--- src/design/shift_compare_halfword_pkg.sv ---
// types and constants of the execution unit
// assumes apb access and a translating memory outside
package shift_compare_halfword_pkg;

   // -------------------------------------------------------------------
   // register map (byte addresses)
   // -------------------------------------------------------------------
   localparam logic [11:0] ctrl_off = 12'h000;
   localparam logic [11:0] instr_off = 12'h004;
   localparam logic [11:0] status_off = 12'h008;
   localparam logic [11:0] gpr_sel_off = 12'h00c;
   localparam logic [11:0] gpr_data_off = 12'h010;

   // ctrl fields
   localparam int ctrl_release_lsb = 0;
   localparam int ctrl_eva_bit = 4;
   localparam int ctrl_big_endian_bit = 5;
   localparam int ctrl_swapped_endian_bit = 6;
   localparam int ctrl_superscalar_bit = 7;
   localparam logic [7:0] ctrl_reset = 8'h02;
   localparam logic [3:0] min_release = 4'h2;

   // status fields
   localparam int status_busy_bit = 0;
   localparam int status_exc_lsb = 1;
   localparam int status_done_bit = 4;
   localparam int status_break_lsb = 8;

   // instruction word fields
   localparam int op_lsb = 28;
   localparam int reg_b_lsb = 21;
   localparam int reg_a_lsb = 16;
   localparam int dest_lsb = 11;
   localparam int user_off_msb = 8;

   // -------------------------------------------------------------------
   // types
   // -------------------------------------------------------------------
   typedef enum logic [3:0] {
      seh_op = 4'h0,
      store_halfword_op = 4'h1,
      store_halfword_user_space_op = 4'h2,
      shift_left_immediate_op = 4'h3,
      shift_left_variable_op = 4'h4,
      set_if_less_signed_op = 4'h5,
      set_if_less_signed_imm_op = 4'h6,
      set_if_less_unsigned_imm_op = 4'h7,
      set_if_less_unsigned_op = 4'h8
   } op_e;

   typedef enum logic [2:0] {
      exc_none = 3'h0,
      exc_reserved_instr = 3'h1,
      exc_address_error = 3'h2,
      exc_tlb_refill = 3'h3,
      exc_tlb_invalid = 3'h4,
      exc_tlb_modified = 3'h5,
      exc_watch = 3'h6
   } exc_e;

   typedef enum logic [1:0] {
      kernel_only_seg_mode = 2'h0,
      unmapped_user_seg_mode = 2'h1,
      mapped_shared_seg_mode = 2'h2,
      mapped_user_seg_mode = 2'h3
   } seg_mode_e;

   typedef struct packed {
      logic valid;
      logic [31:0] vaddr;
      logic user_map;
   } xlate_req_s;

   typedef struct packed {
      logic valid;
      logic [31:0] paddr;
      seg_mode_e seg_mode;
      exc_e exc;
   } xlate_rsp_s;

   typedef struct packed {
      logic valid;
      logic [31:0] paddr;
      logic [31:0] vaddr;
      logic [1:0] lane;
      logic [31:0] data;
   } mem_req_s;

endpackage

--- src/design/shift_compare_halfword_exec.sv ---
// sign-extend, halfword store, left shift and compare unit
// assumes apb master, translator and memory on sys_clk
//
// Decided for this implementation: the register addresses and register access over APB.
`timescale 1ns/100ps

module shift_compare_halfword_exec (
   input wire logic sys_clk,
   input wire logic rst_n,
   input wire logic psel,
   input wire logic penable,
   input wire logic pwrite,
   input wire logic [11:0] paddr,
   input wire logic [31:0] pwdata,
   output logic pready,
   output logic [31:0] prdata,
   output logic pslverr,
   output shift_compare_halfword_pkg::xlate_req_s xlate_req,
   input wire shift_compare_halfword_pkg::xlate_rsp_s xlate_rsp,
   output shift_compare_halfword_pkg::mem_req_s mem_req,
   input wire logic mem_ready,
   output logic issue_break
);

   // -------------------------------------------------------------------
   // state and storage
   // -------------------------------------------------------------------
   typedef enum logic [1:0] {
      idle_st = 2'b00,
      exec_st = 2'b01,
      xlate_st = 2'b10,
      mem_st = 2'b11
   } state_e;

   state_e state_ff;
   logic [31:0] general_register_file [32];
   logic [7:0] ctrl_ff;
   logic [31:0] instr_ff;
   logic [4:0] gpr_sel_ff;
   logic [31:0] prdata_ff;
   shift_compare_halfword_pkg::exc_e exc_ff;
   logic done_ff;
   logic [7:0] break_cnt_ff;
   logic break_ff;
   logic is_user_store_ff;
   logic [31:0] store_data_ff;
   shift_compare_halfword_pkg::xlate_req_s xlate_req_ff;
   shift_compare_halfword_pkg::mem_req_s mem_req_ff;

   // -------------------------------------------------------------------
   // apb decode
   // -------------------------------------------------------------------
   logic apb_setup;
   logic apb_access;
   logic apb_wr;
   logic addr_hit;
   logic busy;
   logic instr_refused;

   assign busy = (state_ff != idle_st);
   assign apb_setup = psel & ~penable;
   assign apb_access = psel & penable;
   assign apb_wr = apb_access & pwrite;
   // offsets are word aligned and contiguous from zero
   assign addr_hit = (paddr[1:0] == 2'b00) && (paddr <= shift_compare_halfword_pkg::gpr_data_off);

   // an instruction while busy is refused, not queued
   assign instr_refused = busy && (paddr == shift_compare_halfword_pkg::instr_off) && pwrite;
   assign pready = 1'b1;
   assign pslverr = apb_access & (~addr_hit | instr_refused);
   assign prdata = prdata_ff;

   logic wr_ctrl;
   logic wr_instr;
   logic wr_status;
   logic wr_sel;
   logic wr_gpr;
   assign wr_ctrl = apb_wr && (paddr == shift_compare_halfword_pkg::ctrl_off);
   assign wr_instr = apb_wr && (paddr == shift_compare_halfword_pkg::instr_off) && !busy;
   assign wr_status = apb_wr && (paddr == shift_compare_halfword_pkg::status_off);
   assign wr_sel = apb_wr && (paddr == shift_compare_halfword_pkg::gpr_sel_off);
   assign wr_gpr = apb_wr && (paddr == shift_compare_halfword_pkg::gpr_data_off);

   // -------------------------------------------------------------------
   // instruction fields and operands
   // -------------------------------------------------------------------
   logic [3:0] op_code;
   logic [4:0] reg_a;
   logic [4:0] reg_b;
   logic [4:0] dest_reg;
   logic [4:0] shift_amount_field;
   logic [15:0] imm16;
   logic [31:0] source_reg_a;
   logic [31:0] source_reg_b;
   logic [31:0] imm_sx;
   logic [31:0] user_off_sx;
   logic [3:0] release_lvl;
   logic extended_vaddr_present_bit;
   logic big_endian_core_flag;
   logic swapped_endian_user_flag;
   logic superscalar;

   assign op_code = instr_ff[shift_compare_halfword_pkg::op_lsb +: 4];
   assign reg_a = instr_ff[shift_compare_halfword_pkg::reg_a_lsb +: 5];
   assign reg_b = instr_ff[shift_compare_halfword_pkg::reg_b_lsb +: 5];
   assign dest_reg = instr_ff[shift_compare_halfword_pkg::dest_lsb +: 5];
   assign shift_amount_field = instr_ff[shift_compare_halfword_pkg::dest_lsb +: 5];
   assign imm16 = instr_ff[15:0];
   assign imm_sx = {{16{imm16[15]}}, imm16};
   assign user_off_sx = {{23{imm16[shift_compare_halfword_pkg::user_off_msb]}},
                         imm16[shift_compare_halfword_pkg::user_off_msb:0]};
   // register zero always reads back as zero
   assign source_reg_a = (reg_a == 5'h00) ? 32'h0000_0000 : general_register_file[reg_a];
   assign source_reg_b = (reg_b == 5'h00) ? 32'h0000_0000 : general_register_file[reg_b];
   assign release_lvl = ctrl_ff[shift_compare_halfword_pkg::ctrl_release_lsb +: 4];
   assign extended_vaddr_present_bit = ctrl_ff[shift_compare_halfword_pkg::ctrl_eva_bit];
   assign big_endian_core_flag = ctrl_ff[shift_compare_halfword_pkg::ctrl_big_endian_bit];
   assign swapped_endian_user_flag = ctrl_ff[shift_compare_halfword_pkg::ctrl_swapped_endian_bit];
   assign superscalar = ctrl_ff[shift_compare_halfword_pkg::ctrl_superscalar_bit];

   // -------------------------------------------------------------------
   // combinational execute
   // -------------------------------------------------------------------
   logic nxt_wr_en;
   logic [4:0] nxt_wr_idx;
   logic [31:0] nxt_result;
   logic nxt_is_store;
   logic nxt_is_user_store;
   logic [31:0] nxt_vaddr;
   logic nxt_break;
   shift_compare_halfword_pkg::exc_e nxt_exc;

   always_comb begin
      nxt_wr_en = 1'b0;
      nxt_wr_idx = dest_reg;
      nxt_result = 32'h0000_0000;
      nxt_is_store = 1'b0;
      nxt_is_user_store = 1'b0;
      nxt_vaddr = source_reg_a + imm_sx;
      nxt_break = 1'b0;
      nxt_exc = shift_compare_halfword_pkg::exc_none;
      case (op_code)
         shift_compare_halfword_pkg::seh_op: begin
            nxt_wr_idx = reg_b;
            nxt_result = {{16{source_reg_a[15]}}, source_reg_a[15:0]};
            if (release_lvl < shift_compare_halfword_pkg::min_release) begin
               nxt_exc = shift_compare_halfword_pkg::exc_reserved_instr;
            end else begin
               nxt_wr_en = 1'b1;
            end
         end
         shift_compare_halfword_pkg::store_halfword_op: begin
            nxt_is_store = 1'b1;
         end
         shift_compare_halfword_pkg::store_halfword_user_space_op: begin
            nxt_vaddr = source_reg_a + user_off_sx;
            if (!extended_vaddr_present_bit) begin
               nxt_exc = shift_compare_halfword_pkg::exc_reserved_instr;
            end else begin
               nxt_is_store = 1'b1;
               nxt_is_user_store = 1'b1;
            end
         end
         shift_compare_halfword_pkg::shift_left_immediate_op: begin
            nxt_wr_idx = reg_b;
            nxt_result = source_reg_a << shift_amount_field;
            // both r0 forms write nothing; only the sa of one breaks issue
            if (reg_a == 5'h00 && reg_b == 5'h00) begin
               nxt_break = superscalar && (shift_amount_field == 5'h01);
            end else begin
               nxt_wr_en = 1'b1;
            end
         end
         shift_compare_halfword_pkg::shift_left_variable_op: begin
            nxt_result = source_reg_b << source_reg_a[4:0];
            nxt_wr_en = 1'b1;
         end
         shift_compare_halfword_pkg::set_if_less_signed_op: begin
            nxt_result = {31'h0, ($signed(source_reg_a) < $signed(source_reg_b))};
            nxt_wr_en = 1'b1;
         end
         shift_compare_halfword_pkg::set_if_less_signed_imm_op: begin
            nxt_wr_idx = reg_b;
            nxt_result = {31'h0, ($signed(source_reg_a) < $signed(imm_sx))};
            nxt_wr_en = 1'b1;
         end
         shift_compare_halfword_pkg::set_if_less_unsigned_imm_op: begin
            nxt_wr_idx = reg_b;
            nxt_result = {31'h0, (source_reg_a < imm_sx)};
            nxt_wr_en = 1'b1;
         end
         shift_compare_halfword_pkg::set_if_less_unsigned_op: begin
            nxt_result = {31'h0, (source_reg_a < source_reg_b)};
            nxt_wr_en = 1'b1;
         end
         default: begin
            nxt_exc = shift_compare_halfword_pkg::exc_reserved_instr;
         end
      endcase
      // compares have no overflow path
      nxt_wr_en = nxt_wr_en && (nxt_exc == shift_compare_halfword_pkg::exc_none);
      if (nxt_is_store && nxt_vaddr[0]) begin
         nxt_exc = shift_compare_halfword_pkg::exc_address_error;
         nxt_is_store = 1'b0;
      end
   end

   // -------------------------------------------------------------------
   // translation answer
   // -------------------------------------------------------------------
   logic rsp_tlb_exc;
   logic seg_reachable;
   logic [1:0] lane;
   logic [31:0] phys_addr;

   // other translator codes are not reported
   assign rsp_tlb_exc = xlate_rsp.exc inside {[shift_compare_halfword_pkg::exc_tlb_refill:
                                                shift_compare_halfword_pkg::exc_watch]};

   // plain stores reach every mode; user stores reach every mode but kernel-only
   assign seg_reachable = !is_user_store_ff ||
                          (xlate_rsp.seg_mode != shift_compare_halfword_pkg::kernel_only_seg_mode);
   assign lane = xlate_req_ff.vaddr[1:0] ^ {big_endian_core_flag, 1'b0};
   assign phys_addr = {xlate_rsp.paddr[31:2],
                       xlate_rsp.paddr[1:0] ^ {swapped_endian_user_flag, 1'b0}};

   // -------------------------------------------------------------------
   // sequencer
   // -------------------------------------------------------------------
   logic store_exc;
   logic store_done;
   logic exec_done;
   assign store_exc = (state_ff == xlate_st) && xlate_rsp.valid && (rsp_tlb_exc || !seg_reachable);
   assign store_done = (state_ff == mem_st) && mem_ready;
   assign exec_done = ((state_ff == exec_st) && !nxt_is_store) || store_exc || store_done;

   always_ff @(posedge sys_clk or negedge rst_n) begin
      if (!rst_n) begin
         state_ff <= idle_st;
      end else begin
         unique case (state_ff)
            idle_st: begin
               if (wr_instr) begin
                  state_ff <= exec_st;
               end
            end
            exec_st: begin
               state_ff <= nxt_is_store ? xlate_st : idle_st;
            end
            xlate_st: begin
               if (xlate_rsp.valid) begin
                  state_ff <= store_exc ? idle_st : mem_st;
               end
            end
            mem_st: begin
               if (mem_ready) begin
                  state_ff <= idle_st;
               end
            end
         endcase
      end
   end

   // translation request, held until answered
   always_ff @(posedge sys_clk or negedge rst_n) begin
      if (!rst_n) begin
         xlate_req_ff <= '0;
         is_user_store_ff <= 1'b0;
         store_data_ff <= 32'h0000_0000;
      end else if (state_ff == exec_st && nxt_is_store) begin
         xlate_req_ff.valid <= 1'b1;
         xlate_req_ff.vaddr <= nxt_vaddr;
         xlate_req_ff.user_map <= nxt_is_user_store;
         is_user_store_ff <= nxt_is_user_store;
         store_data_ff <= source_reg_b;
      end else if (state_ff == xlate_st && xlate_rsp.valid) begin
         xlate_req_ff.valid <= 1'b0;
      end
   end

   // memory write, held until accepted
   always_ff @(posedge sys_clk or negedge rst_n) begin
      if (!rst_n) begin
         mem_req_ff <= '0;
      end else if (state_ff == xlate_st && xlate_rsp.valid && !store_exc) begin
         mem_req_ff.valid <= 1'b1;
         mem_req_ff.paddr <= phys_addr;
         mem_req_ff.vaddr <= xlate_req_ff.vaddr;
         mem_req_ff.lane <= lane;
         mem_req_ff.data <= store_data_ff << {lane, 3'b000};
      end else if (store_done) begin
         mem_req_ff.valid <= 1'b0;
      end
   end

   assign xlate_req = xlate_req_ff;
   assign mem_req = mem_req_ff;
   assign issue_break = break_ff;

   // -------------------------------------------------------------------
   // register file; exec writes win over software writes
   // -------------------------------------------------------------------
   always_ff @(posedge sys_clk) begin
      if (state_ff == exec_st && nxt_wr_en && nxt_wr_idx != 5'h00) begin
         general_register_file[nxt_wr_idx] <= nxt_result;
      end else if (wr_gpr && gpr_sel_ff != 5'h00) begin
         general_register_file[gpr_sel_ff] <= pwdata;
      end
   end

   // -------------------------------------------------------------------
   // software registers
   // -------------------------------------------------------------------
   always_ff @(posedge sys_clk or negedge rst_n) begin
      if (!rst_n) begin
         ctrl_ff <= shift_compare_halfword_pkg::ctrl_reset;
         gpr_sel_ff <= 5'h00;
         instr_ff <= 32'h0000_0000;
      end else begin
         if (wr_ctrl) begin
            ctrl_ff <= pwdata[7:0];
         end
         if (wr_sel) begin
            gpr_sel_ff <= pwdata[4:0];
         end
         if (wr_instr) begin
            instr_ff <= pwdata;
         end
      end
   end

   // status: last exception, done flag, break count
   always_ff @(posedge sys_clk or negedge rst_n) begin
      if (!rst_n) begin
         exc_ff <= shift_compare_halfword_pkg::exc_none;
         done_ff <= 1'b0;
         break_cnt_ff <= 8'h00;
         break_ff <= 1'b0;
      end else begin
         break_ff <= (state_ff == exec_st) && nxt_break;
         if (state_ff == exec_st) begin
            exc_ff <= nxt_exc;
            break_cnt_ff <= break_cnt_ff + {7'h00, nxt_break};
         end else if (store_exc) begin
            exc_ff <= seg_reachable ? xlate_rsp.exc : shift_compare_halfword_pkg::exc_address_error;
         end
         // completion beats a same-cycle clear
         if (exec_done) begin
            done_ff <= 1'b1;
         end else if (wr_status && pwdata[shift_compare_halfword_pkg::status_done_bit]) begin
            done_ff <= 1'b0;
         end
      end
   end

   // read data latched in setup, shown in access
   always_ff @(posedge sys_clk or negedge rst_n) begin
      if (!rst_n) begin
         prdata_ff <= 32'h0000_0000;
      end else if (apb_setup && !pwrite) begin
         unique case (paddr)
            shift_compare_halfword_pkg::ctrl_off: prdata_ff <= {24'h00_0000, ctrl_ff};
            shift_compare_halfword_pkg::instr_off: prdata_ff <= instr_ff;
            shift_compare_halfword_pkg::status_off: prdata_ff <= {16'h0000, break_cnt_ff, 3'b000, done_ff,
                                                                  exc_ff, busy};
            shift_compare_halfword_pkg::gpr_sel_off: prdata_ff <= {27'h000_0000, gpr_sel_ff};
            shift_compare_halfword_pkg::gpr_data_off: prdata_ff <= (gpr_sel_ff == 5'h00) ? 32'h0000_0000 :
                                                                   general_register_file[gpr_sel_ff];
            default: prdata_ff <= 32'h0000_0000;
         endcase
      end
   end

endmodule

--- config.mk ---
export PLATFORM = sky130hd
export DESIGN_NAME = shift_compare_halfword_exec
export DESIGN_NICKNAME = d
export VERILOG_FILES = /design/src/design/shift_compare_halfword_pkg.sv /design/src/design/shift_compare_halfword_exec.sv
export SDC_FILE = /design/constraint.sdc
export NUM_CORES = 2
export LEC_CHECK = 0
export BUFFER_PORTS_ARGS = -buffer_cell sky130_fd_sc_hd__buf_2
export CAP_MARGIN = 20
export CORE_AREA = 5 5 425 427
export CTS_CLUSTER_SIZE = 24
export DETAILED_ROUTE_END_ITERATION = 16
export DIE_AREA = 0 0 430 432
export GPL_TIMING_DRIVEN = 0
export SLEW_MARGIN = 20
export SYNTH_ARGS = -nofsm -noshare
export SYNTH_HDL_FRONTEND = slang
export SYNTH_SLANG_ARGS = --single-unit
--- constraint.sdc ---
create_clock -name sys_clk -period 15.4 [get_ports sys_clk]
set_clock_uncertainty 0.15 [all_clocks]
set_input_delay 2.31 -clock sys_clk [delete_from_list [all_inputs] [get_ports sys_clk]]
set_output_delay 2.31 -clock sys_clk [all_outputs]
set_load 0.02 [all_outputs]
==> qor.yml <==
sta:
  hold_slack_ns: 0.3192
  period_share: 0.6260
  rsz0062_at_grt: "false"
  fin_crit_ns: 9.640
  tightest_slew_ns: 1.415
  slew_violations: 0
  hold_viol: 0
  final.setup.tns_ns: 0
  max_freq_mhz: 103.7
  setup_ws_ns: 5.760
  finalSetupViolations: 0
  slew_headroom: 0.04931
power:
  leakage_nw: 31.25
  pwr_density_cell_mw_per_mm2: 88.48
  irDropWorstVdd_mv: 0.1403
place:
  dp_hpwl_mm: 292.6
  gp_congestion: 1.116
  dpl_cell_area_mm2: 0.08207
  post-place-ws_ns: 6.352
  place.port_buffers: 254
floorplanning:
  initial_utilization: 0.4189
  rows: 154
  io_pins: 256
  die_area_mm2: 0.1858
  die_h_um: 432
  coreArea_mm2: 0.1757
  dieWidth_um: 430
critical_path:
  worstSetupStartpoint: "instr_ff[20]"
  end_kind: "flop"
  critical_path.max_fanout: 10
  critPathLaunchType: "flop"
  cp_data_arrival_time_ns: 10.16
  required_ns: 15.92
  crit_type: "reg2reg"
  r2r_start: "instr_ff[20]"
detailed_routing:
  viasPerCell: 7.434
  first_iter_violations: 11140
  drtAntennaViolNets: 0
  routed_wl_mm: 394.6
  wl_per_cell_um: 48.20
  vias: 60850
  dr.pass1.iters: 9
  drc_errors: 0
min_path:
  hold_class: "reg2reg"
  worstHoldStart: "xlate_req[33]"
clocking:
  clk_latency_ns: 0.85
  ctsResizeCount: 0
  holdBufCountCts: 0
  h-tree-depth: 4
  cts_tree: "built"
  cts-root-buf: "clkbuf_16"
  clkTransAtPathRegs_ns: 0.06
  cts_setup_buffers: 0
  clock_sinks: 1280
  numCtsBuffers: 145
  clk_path_buf_depth: 3
synth:
  ys_types: 93
  ys_ff_latch: 1280
  synthCells: 5102
  yosysSeqAreaShare: 0.5047
  synth_flop_cell: "edfxtp_1"
  synthArstFlopShare: 0.2000
  synth_area_mm2: 0.07362
  ys_warn_count: 0
  synth_edf_count: 1024
  synth.avg_cell_area_um2: 14.43
outcome:
  outcome: "finished clean"
cells_and_area:
  final_area_mm2: 0.08720
  area_growth_pct: 18.45
  fin_util: 0.4962
  drive_above_1_share: 0.3204
  layout_common_cells: "edfxtp_1 (1024), mux4_2 (697), mux2i_1 (412), buf_2 (371), nand2_1 (359)"
  layout_commonest_cell: "edfxtp_1"
  layout.nets: 5879
global_route:
  overflow: 0
  grt_pass1_vias: 57730
  antenna_found_initial: 43
  grt_max_degree: 94
  track_usage: 0.4144
  grt_pass1_wl_mm: 518.5
flow_run:
  cap_violations: 0
## sequential cells by signal, indices dropped and copies added, names as in the netlist, 2 cells and up
signal	flops
gpr_sel_ff	5
mem_req	98
ctrl_ff	8
instr_ff	32
general_register_file	1024
prdata	32
break_cnt_ff	8
xlate_req	34
state_ff	2
exc_ff	3
store_data_ff	32
## per-stage QoR
step,power (mW),cells
final,7.716,8186
after global routing,7.868,8153
after CTS,7.703,8144
after detailed placement,4.093,7886
after global placement,4.083,7727
after floorplan,3.968,5133
## per-layer routing
metal  part of all wire  routed length, µm  GRT usage
met1               0.32             125800     0.4770
met5            0.00069                273   0.001025
met3               0.16              64600     0.1993
met2               0.41             160200     0.5803
met4               0.11              43720     0.3493
## cell type report
class	instances	area (µm²)
inverters	42	162.7
clock inverters	90	1202
flip-flops and latches	1280	37160
fillers	15030	88520
clock buffers	168	3756
well taps	2340	2928
multi-input cells	3398	35250
repair buffers	414	4642
plain buffers	413	1999
diodes	41	102.6
## power breakdown
part	switching (mW)	internal (mW)
sequential	0.0229	3.75
combinational	0.166	0.0905
clock	1.56	2.13
## critical path, cell delays in order (launching register included)
cell       delay (ns)
dfrtp_1          0.34
clkbuf_1         0.33
clkbuf_1         0.62
buf_2            0.67
clkbuf_1         1.08
or3_1            0.25
clkbuf_1         0.63
clkbuf_1         0.65
buf_1            0.66
clkbuf_1         0.50
and2_1           0.40
ha_1             0.37
nor4_1           0.31
o41ai_1          0.25
a2111oi_0        0.96
o31ai_1          0.25
a21o_1           0.28
a2111oi_0        0.51
or3_1            0.20
nand3_1          0.07
## logic make-up after synthesis
| kind of cell | synth area share |
|---|---|
| adders and majority gates | 0.01659 |
| and+or+nand+nor | 0.06390 |
| muxes | 0.2981 |
| DFF | 0.5047 |
| other | 0.0001020 |
| AOI/OAI and AO/OA | 0.08528 |
| buffers and inverters | 0.02767 |
| xor gates and xnor gates | 0.003688 |
## Yosys cell counts, drive strengths merged, types with 10 or more instances
cell	count	share of area
edfxtp	1024	0.42
mux4	699	0.21
mux2i	423	0.058
nand2	361	0.018
nor2	258	0.013
dfrtp	255	0.087
clkbuf	225	0.011
buf	188	0.014
o21ai	175	0.012
mux2	174	0.027
a21oi	172	0.012
a22oi	148	0.015
ha	96	0.016
nand3	96	0.0065
o22ai	77	0.0065
nor3	57	0.0039
a211oi	45	0.0046
a31oi	41	0.0035
inv	38	0.0019
a21o	35	0.0036
nand4	34	0.0029
nor2b	31	0.0026
and2	30	0.0025
o211ai	28	0.0029
o221ai	25	0.0030
xnor2	21	0.0025
a221oi	19	0.0023
o31ai	19	0.0019
a22o	18	0.0021
nand2b	18	0.0015
o21a	18	0.0018
or3	18	0.0015
o2111ai	17	0.0020
nor4	16	0.0014
nor3b	13	0.0014
and4	12	0.0014
or2	12	0.0010
and3	11	0.00093
a2111oi	10	0.0012
a222oi	10	0.0014
xor2	10	0.0012
## worst paths after layout
path | endpoint | slack (ns) | cells after the start
min reg2reg | xlate_req[33] | 0.32 | 2
min in group asynchronous | mem_req[60] | 1.25 | 1
min | xlate_req[33] | 0.32 | 2
max reg2reg | xlate_req[32] | 5.76 | 19
max | xlate_req[32] | 5.76 | 19
max in group asynchronous | gpr_sel_ff[1] | 12.68 | 3
Power figures use the tool's default switching activity.
